<file path="src/rtl/can_rx_consts.svh">
// Register offsets, field positions and sizes of the CAN receive buffer and filter info block
// Function
// - Count 00000 compares identifier bits only, no message data bits.
// - Buffer word 6 holds data byte 7 in bits 15-8, byte 6 in 7-0.
// - Receive buffer writes put the matched filter index into word 7 bits 12-8.
// - Filter index written by hardware only for receive buffers, never for transmit buffers.
// - Word 7 bits 15-13 and 7-0 always read as zero.
`ifndef CAN_RX_CONSTS_SVH
`define CAN_RX_CONSTS_SVH

// ==========================================================
// Register map (byte addresses)
`define OFS_CONTROL_2 8'h00
`define OFS_WORD6 8'h04
`define OFS_WORD7 8'h08
`define OFS_BUF_MODE 8'h0C
`define OFS_CMP_STATUS 8'h10

// ==========================================================
// Field positions and widths
`define COUNT_MSB 4
`define FHIT_MSB 12
`define FHIT_LSB 8
`define BYTE7_MSB 15
`define BYTE7_LSB 8
`define BYTE6_MSB 7
`define BUF_TX_BIT 0
`define STAT_MATCH_BIT 0
`define STAT_INVALID_BIT 1
`define CMP_BITS 18

// ==========================================================
// Compare count codes
`define COUNT_NONE 5'h00
`define COUNT_FIRST 5'h01
`define COUNT_MAX 5'h11
`define COUNT_LAST_SHIFT 5'h10

`endif

</file>
<file path="src/rtl/can_rx_pkg.sv">
// Types shared by the CAN receive buffer and filter info block
package can_rx_pkg;
   typedef logic [4:0] count_t;
   typedef logic [4:0] filter_idx_t;
   typedef logic [7:0] msg_byte_t;
   typedef logic [17:0] ident_bits_t;
   typedef logic [31:0] apb_word_t;
endpackage : can_rx_pkg

</file>
<file path="src/rtl/cmp_if.sv">
// Interface carrying one data-versus-identifier compare between the block and its compare unit
`timescale 1ns/1ps
interface cmp_if;
   can_rx_pkg::count_t count;
   can_rx_pkg::msg_byte_t data1;
   can_rx_pkg::msg_byte_t data2;
   can_rx_pkg::msg_byte_t data3;
   can_rx_pkg::ident_bits_t extended_identifier;
   logic match;
   logic invalid;
   modport ctl (output count, output data1, output data2, output data3, output extended_identifier,
                input match, input invalid);
   modport cmp (input count, input data1, input data2, input data3, input extended_identifier,
                output match, output invalid);
endinterface : cmp_if

</file>
<file path="src/rtl/data_compare_unit.sv">
// Compares leading message data bits against extended identifier bits
`timescale 1ns/1ps
`include "can_rx_consts.svh"
module data_compare_unit (
   // Compare request and result
   cmp_if.cmp cmpBus
);
   // ==========================================================
   // Mask of compared bit positions for a count code
   function automatic can_rx_pkg::ident_bits_t compMask(input can_rx_pkg::count_t c);
      can_rx_pkg::ident_bits_t m;
      m = '0;
      if (c == `COUNT_MAX) begin
         m = '1;
      end else if (c <= `COUNT_LAST_SHIFT) begin
         m = can_rx_pkg::ident_bits_t'((19'h00001 << c) - 19'h00001);
      end
      return m;
   endfunction : compMask

   // ==========================================================
   // Data stream: byte 1 bit 7 first, position k meets identifier bit k
   wire [`CMP_BITS-1:0] stream = {cmpBus.data1, cmpBus.data2, cmpBus.data3[7:6]};
   wire [`CMP_BITS-1:0] diff;
   genvar k;
   generate
      for (k = 0; k < `CMP_BITS; k = k + 1) begin : g_bit
         assign diff[k] = stream[`CMP_BITS-1-k] ^ cmpBus.extended_identifier[k];
      end
   endgenerate

   wire isNone = (cmpBus.count == `COUNT_NONE);
   wire isInvalid = (cmpBus.count > `COUNT_MAX);
   assign cmpBus.invalid = isInvalid;
   // Zero count passes on identifier alone; invalid codes never pass
   assign cmpBus.match = isNone ? 1'b1 :
                         (!isInvalid && ((diff & compMask(cmpBus.count)) == '0));
endmodule : data_compare_unit

</file>
<file path="src/rtl/can_rx_buffer_filter_info.sv">
// CAN receive buffer upper words, filter hit code and data compare count, APB register slave
`timescale 1ns/1ps
`include "can_rx_consts.svh"
module can_rx_buffer_filter_info (
   // Clock and reset
   input wire logic clock,
   input wire logic srst,
   // APB slave
   input wire logic psel,
   input wire logic penable,
   input wire logic pwrite,
   input wire logic [7:0] paddr,
   input wire logic [31:0] pwdata,
   output logic [31:0] prdata,
   output logic pready,
   output logic pslverr,
   // Filter configuration and candidate message
   input wire logic [4:0] filterCompareCount,
   input wire logic candValid,
   input wire logic [17:0] candEid,
   input wire logic [7:0] candData1,
   input wire logic [7:0] candData2,
   input wire logic [7:0] candData3,
   output logic dataMatch,
   output logic compareInvalid,
   // Receive buffer store
   input wire logic rxStore,
   input wire logic [4:0] rxFilterIndex,
   input wire logic [7:0] rxByte6,
   input wire logic [7:0] rxByte7
);
   // ==========================================================
   // State
   can_rx_pkg::count_t dataCompareBitCount;
   logic [15:0] word6;
   can_rx_pkg::filter_idx_t matchedFilterIndex;
   logic bufIsTx;

   // ==========================================================
   // Compare unit
   cmp_if cmpBus ();
   assign cmpBus.count = dataCompareBitCount;
   assign cmpBus.data1 = candData1;
   assign cmpBus.data2 = candData2;
   assign cmpBus.data3 = candData3;
   assign cmpBus.extended_identifier = candEid;
   data_compare_unit u_cmp (
      .cmpBus(cmpBus)
   );

   // ==========================================================
   // APB decode
   wire access = psel && penable && !pready;
   wire done = psel && penable && pready;
   wire selCtrl = (paddr == `OFS_CONTROL_2);
   wire selW6 = (paddr == `OFS_WORD6);
   wire selW7 = (paddr == `OFS_WORD7);
   wire selMode = (paddr == `OFS_BUF_MODE);
   wire selStat = (paddr == `OFS_CMP_STATUS);
   wire mapped = selCtrl || selW6 || selW7 || selMode || selStat;
   wire wrW6 = done && pwrite && selW6;
   wire wrW7 = done && pwrite && selW7;
   wire wrMode = done && pwrite && selMode;
   wire hwStore = rxStore && !bufIsTx;

   wire [15:0] word7 = {3'h0, matchedFilterIndex, 8'h00};
   wire [31:0] readMux =
      selCtrl ? {27'h0000000, dataCompareBitCount} :
      selW6 ? {16'h0000, word6} :
      selW7 ? {16'h0000, word7} :
      selMode ? {31'h00000000, bufIsTx} :
      selStat ? {30'h00000000, compareInvalid, dataMatch} : 32'h00000000;

   // ==========================================================
   // Bus answer: one wait state, then pready for one cycle
   always_ff @(posedge clock) begin
      if (srst) begin
         pready <= 1'b0;
         pslverr <= 1'b0;
         prdata <= 32'h00000000;
      end else begin
         pready <= access;
         pslverr <= access && !mapped;
         if (access && !pwrite) begin
            prdata <= readMux;
         end
      end
   end

   // ==========================================================
   // Registers
   always_ff @(posedge clock) begin
      if (srst) begin
         dataCompareBitCount <= `COUNT_NONE;
         bufIsTx <= 1'b0;
      end else begin
         dataCompareBitCount <= filterCompareCount;
         if (wrMode) begin
            bufIsTx <= pwdata[`BUF_TX_BIT];
         end
      end
   end

   // Hardware store wins over a software write in the same cycle
   always_ff @(posedge clock) begin
      if (srst) begin
         word6 <= 16'h0000;
         matchedFilterIndex <= 5'h00;
      end else begin
         if (hwStore) begin
            word6 <= {rxByte7, rxByte6};
            matchedFilterIndex <= rxFilterIndex;
         end else begin
            if (wrW6) begin
               word6 <= pwdata[15:0];
            end
            if (wrW7) begin
               matchedFilterIndex <= pwdata[`FHIT_MSB:`FHIT_LSB];
            end
         end
      end
   end

   // Compare result captured per candidate
   always_ff @(posedge clock) begin
      if (srst) begin
         dataMatch <= 1'b0;
         compareInvalid <= 1'b0;
      end else if (candValid) begin
         dataMatch <= cmpBus.match;
         compareInvalid <= cmpBus.invalid;
      end
   end
endmodule : can_rx_buffer_filter_info

</file>
<file path="config.mk">
export PLATFORM = sky130hd
export DESIGN_NAME = can_rx_buffer_filter_info
export DESIGN_NICKNAME = d
export VERILOG_FILES = /design/src/rtl/can_rx_pkg.sv /design/src/rtl/cmp_if.sv /design/src/rtl/data_compare_unit.sv /design/src/rtl/can_rx_buffer_filter_info.sv
export VERILOG_INCLUDE_DIRS = /design/src /design/src/rtl
export SDC_FILE = /design/constraint.sdc
export NUM_CORES = 1
export LEC_CHECK = 0
export BUFFER_PORTS_ARGS = -buffer_cell sky130_fd_sc_hd__buf_2
export CAP_MARGIN = 5
export CORE_MARGIN = 10
export CORE_UTILIZATION = 46
export DETAILED_ROUTE_END_ITERATION = 7
export GPL_TIMING_DRIVEN = 1
export PLACE_DENSITY_LB_ADDON = 0.3
export SETUP_SLACK_MARGIN = 0.02
export SLEW_MARGIN = 20
export SYNTH_ARGS = -nofsm -noshare
export SYNTH_HDL_FRONTEND = slang
export SYNTH_SLANG_ARGS = --single-unit
export TNS_END_PERCENT = 1
</file>
<file path="constraint.sdc">
create_clock -name clock -period 3.5 [get_ports clock]
set_input_delay 0.175 -clock clock [delete_from_list [all_inputs] [get_ports clock]]
set_output_delay 0.175 -clock clock [all_outputs]
set_load 0.01 [all_outputs]
</file>
==> results.yml, run 1 <==
job:
  maxCapViolCount: 0
sta:
  slew_viol_final: 0
  setup_tns_ps: 0
  period_share: 0.851
  setup_violations: 0
  grt_setup_unrepaired: "false"
  fmax_ghz: 0.336
  worst_pin_slew_ps: 820
  post-route-min-period_ps: 2980
  slew_headroom: 0.451
  fin_worst_skew_ps: 3.82
  finalHoldViolCount: 0
power:
  ir_worst_vdd_mv: 0.205
  switchingPower_uw: 355
  pwr-share-clk: 0.293
  power_leakage_uw: 0.00152
  share_comb_of_total_power: 0.225
  power_density_nw_per_um2: 342
  power_uw: 1190
  internal_power_uw: 840
  seq_power_share: 0.482
  p_sw_frac: 0.297
yosys:
  synth.cell_area_um2: 2880
  synth_area_leaders: "dfxtp_1 (33%), a21oi_1 (7.1%), nor2_1 (6.4%), a211oi_2 (6.1%), mux2i_1 (5.6%)"
  synth.avg_cell_area_um2: 8.07
  ys_ff_latch: 47
  yosysMostFrequentCell: "nor2_1"
  synthArstFlopShare: 0
  synth_cell_types: 51
  ys.flop_type: "dfxtp_1"
  yosysTopAreaCell: "dfxtp_1"
  yosysTopAreaCellShare: 0.326
  syn_inst: 357
  synth_seq_area_share: 0.326
  synthTopCellsByCount: "nor2_1 (49), dfxtp_1 (47), a21oi_1 (41)"
  yosysWarningCount: 0
  synth_edf_count: 0
final_layout:
  final_nets: 570
  area_delta_synth_final_pct: 21.2
  diodes: 0
  drive_gt1_frac: 0.321
routing:
  drt_pass1_iterations: 4
  drtIter0Drc: 167
  vias_per_cell: 5.28
  vias: 2799
  wl_per_cell_um: 16.3
  drt-total-wl_mm: 8.65
  drc: 0
  postRouteAntennaNets: 0
status:
  outcome: "finished clean"
critical_path:
  worstPathArrival_ps: 3230
  path_class: "reg -> reg"
  cp_max_fo: 15
  critPathLaunchType: "register"
  crit_top_cell: "nor2_1"
  cpMaxStageDelayCell: "dfxtp_1"
  setup.worst_path.end_class: "register"
  max_stage_delay_ps: 620
  cp.required_ps: 3750
  timing.critical_path.cells: "nor2_1, nand2b_1, ha_1, nor2_1, a22o_1, a2111oi_0, nand4_1, nor4b_1, a31o_1"
die:
  num_rows: 28
  die_h_um: 99.2
  die_w_um: 99.2
  start_util: 0.481
  io_pins: 151
  core-area_um2: 5990
  die-area_um2: 9830
clocking:
  clk_path_buf_depth: 2
  clock_latency_ps: 300
  cts_tree: "yes"
  cts_made_buffers: 5
  clock-root-buffer: "clkbuf_8"
  cts_hold_buf: 0
  cts_resized: 0
  cts_sinks: 47
  htreeDepth: 2
  cts.clk_slew.worst_paths_ps: 90
  post_cts_buffers: 0
grt:
  grt_pass1_wl_mm: 14.2
  grtUsageTotal: 0.171
  grt-ovfl-total: 0
  antenna_found_initial: 0
  grt_max_degree: 46
  grt_pass1_vias: 2865
hold_path:
  hp-class: "in -> reg"
placed_design:
  dp_hpwl_mm: 6.67
  io_buffers: 112
  gp_congestion: 0.876
layer usage:
metal	vias to the layer above	routed length, µm	track usage
met5	-	0	0
met4	0	76	0.0408
met3	6	805	0.0616
met2	102	4000	0.277
met1	1260	3760	0.211
li1	1431	-	-
registers in the layout (all words and copies together) (netlist names):
signal              cells
dataMatch               1
matchedFilterIndex      5
prdata                 16
pslverr                 1
pready                  1
cmpBus.count            5
compareInvalid          1
word6                  16
bufIsTx                 1
stage by stage:
step | instances | hold slack, ps | cell area (µm²) | util | setup slack (ps)
detailed placement | 522 | 391 | 3390 | 0.566 | 633
floorplan | 372 | 303 | 2940 | - | 986
global placement | 522 | 388 | 3390 | 0.566 | 597
finish | 530 | 77.9 | 3490 | 0.583 | 522
CTS | 530 | 71.5 | 3490 | 0.582 | 598
global route | 530 | 78.8 | 3490 | 0.583 | 296
final cells by class:
class                   count  area [µm²]
multi-input cells         278        1740
fillers                   570        2500
repair buffers            118         606
flip-flops and latches     47         941
clock buffers               7        86.3
inverters                   4        15.0
clock inverters             1        8.76
well taps                  75        93.8
cells by family (layout without fill, tap and decap cells):
family	count (synthesis)	after routing	share of synthesized area
AO/OA/AOI/OAI	96	96	0.236
adder cells (fa/ha/maj)	1	1	0.00434
multiplexers	17	17	0.0595
flip-flops	47	47	0.326
AND/OR/NAND/NOR	129	129	0.224
other	1	16	0.00130
XOR/XNOR	19	19	0.0577
buffers and inverters	47	130	0.0911
critical path: cells and delay by family, from the launching register on:
kind | cells | cell delay, ps
and+or+nand+nor | 5 | 980
AOI/OAI and AO/OA | 3 | 830
DFF | 1 | 620
adders and majority gates | 1 | 490
power groups by stage:
stage               Combinational [µW]  Clock (µW)  Sequential, µW
global route                       300         377             579
detailed placement                 264           0             588
floorplan                          190           0             581
global placement                   264           0             587
finish                             269         351             576
CTS                                267         356             575
layout by cell type, fill, tap and decap left out, drive strengths merged, types with 2 or more instances in the layout:
cell type | synthesis | routed
nor2 | 49 | 49
inv | 4 | 4
o21ai | 10 | 10
nor2b | 15 | 15
or3 | 4 | 4
conb | 1 | 16
xnor2 | 13 | 13
a32oi | 3 | 3
clkbuf | 19 | 7
nor3 | 10 | 10
o21bai | 2 | 2
nand4b | 2 | 2
a21o | 2 | 2
nor4b | 2 | 2
a22oi | 6 | 6
dfxtp | 47 | 47
buf | 24 | 118
nand2b | 3 | 3
xor2 | 6 | 6
mux2i | 16 | 16
nand4 | 7 | 7
a211oi | 18 | 18
a21oi | 41 | 41
nand3 | 8 | 8
nor4 | 5 | 5
nand2 | 19 | 19
a31oi | 3 | 3
worst paths after layout:
path / from / endpoint / slack [ps] / cells after the start
worst max-delay path: cmpBus.count[3]$_SDFF_PP0_ / dataMatch$_SDFFE_PP0P_ / 520 / 9
worst min-delay path: filterCompareCount[3] / cmpBus.count[3]$_SDFF_PP0_ / 80 / 2
worst min register to register: prdata[14]$_SDFFE_PP0P_ / prdata[14]$_SDFFE_PP0P_ / 460 / 2
worst max register to register: cmpBus.count[3]$_SDFF_PP0_ / dataMatch$_SDFFE_PP0P_ / 520 / 9
Note: power is estimated with default switching activity, not from simulation.
==> run 2, diff against run 1 <==
Settings changed: MAX_ROUTING_LAYER from default to met4.
==> run 2 against run 1 <==
  * Highest routed layer unchanged
  * Largest power group unchanged
  * Worst hold slack improved by 6.6 ps
  * Power fell by 0.24%
  * Sequential power barely moved
==> results.yml, run 2 (same netlist as run 1, synthesis figures left out) <==
status:
  outcome: "finished clean"
final_layout:
  top_regs: "prdata: 16 flops, word6: 16 flops"
  drive_gt1_frac: 0.322
  fin_util: 0.584
  area_delta_synth_final_pct: 21.4
  mostFrequentLayoutCells: "buf_2 (112), nor2_1 (49), dfxtp_1 (47)"
  final_nets: 571
  diodes: 0
  final_common_cell: "buf_2"
sta:
  finalHoldViolCount: 0
  period_share: 0.819
  post-route-min-period_ps: 2870
  hold_slack_ps: 84.5
  setup_tns_ps: 0
  setup_violations: 0
  fmax_ghz: 0.349
  fin_worst_skew_ps: 6.22
  worst_pin_slew_ps: 741
  slew_viol_final: 0
  slew_headroom: 0.504
  grt_setup_unrepaired: "false"
critical_path:
  worstPathArrival_ps: 3110
  cp.required_ps: 3740
  setup.worst_path.end_class: "register"
  critPathLaunchType: "register"
  path_class: "reg -> reg"
  cp_max_fo: 14
clocking:
  clk_path_buf_depth: 2
  cts_sinks: 47
  cts_made_buffers: 5
  cts_tree: "yes"
  cts_hold_buf: 0
  post_cts_buffers: 0
  clock-root-buffer: "clkbuf_8"
  clock_latency_ps: 300
  cts.clk_slew.worst_paths_ps: 80
  cts_resized: 0
  htreeDepth: 2
die:
  die_w_um: 99.2
  start_util: 0.481
  num_rows: 28
  die_h_um: 99.2
  die-area_um2: 9830
  io_pins: 151
  core-area_um2: 5990
placed_design:
  gp_congestion: 0.907
  dp_hpwl_mm: 6.71
  io_buffers: 112
grt:
  grt-ovfl-total: 0
  grt_pass1_vias: 2861
  grt_max_degree: 46
  antenna_found_initial: 0
  grt_pass1_wl_mm: 14.0
  grtUsageTotal: 0.173
job:
  maxCapViolCount: 0
routing:
  vias: 2825
  vias_per_cell: 5.32
  drtIter0Drc: 148
  wl_per_cell_um: 16.2
  drt-total-wl_mm: 8.58
  drt_pass1_iterations: 4
  postRouteAntennaNets: 0
  drc: 0
power:
  power_leakage_uw: 0.00152
  ir_worst_vdd_mv: 0.241
  power_density_nw_per_um2: 341
hold_path:
  hp-class: "in -> reg"
## run 2: cell types whose count changed in the layout (fill, tap and decap cells not counted), sizes merged
cell  change
buf       +1
## run 2: worst max-delay path, stage by stage (launching register included)
cell and delay (ps):
dfxtp_1 610, nor2_1 140, nand2b_1 160, ha_1 350, nor2_1 180, a22o_1 240, a2111oi_0 450, nand4_1 160
nor4b_1 350, a31o_1 180
## run 2: worst paths after layout
path / startpoint / end / slack (ps) / cells after the start
worst max-delay path: cmpBus.count[3]$_SDFF_PP0_ / dataMatch$_SDFFE_PP0P_ / 630 / 9
worst min-delay path: filterCompareCount[3] / cmpBus.count[3]$_SDFF_PP0_ / 80 / 2
worst max register to register: cmpBus.count[3]$_SDFF_PP0_ / dataMatch$_SDFFE_PP0P_ / 630 / 9
worst min register to register: prdata[13]$_SDFFE_PP0P_ / prdata[13]$_SDFFE_PP0P_ / 460 / 2
## run 2: metrics by stage
step / setup slack [ps] / cell area, µm² / cells / total power (µW)
6_report: 635 / 3500 / 531 / 1190
5_1_grt: 473 / 3500 / 531 / 1260
3_5_place_dp: 711 / 3400 / 523 / 855
3_3_place_gp: 765 / 3400 / 523 / 854
2_1_floorplan: 986 / 2940 / 372 / 771
4_1_cts: 682 / 3500 / 531 / 1200
## run 2: area by class of cell
type | count | area (µm²)
fill | 586 | 2490
inverter | 4 | 15.0
sequential | 47 | 941
clock buffer | 7 | 86.3
tap | 75 | 93.8
multi-input combinational | 278 | 1740
clock inverter | 1 | 8.76
timing repair buffer | 119 | 613
## run 2: power by group
group	total [µW]	internal [µW]	switching, µW	leakage (µW)
registers	576	558	18.2	0.000386
clock network	346	162	184	0.0000484
logic	270	121	149	0.00109
total	1190	841	351	0.00152
## run 2: routing by layer
metal / GRT usage / vias to the layer above / share of wire / routed length, µm
li1: - / 1431 / - / -
met1: 0.217 / 1276 / 0.44 / 3800
met2: 0.267 / 116 / 0.47 / 4000
met3: 0.0547 / 2 / 0.088 / 752
met4: 0.0364 / 0 / 0.0034 / 29
met5: - / - / 0 / 0
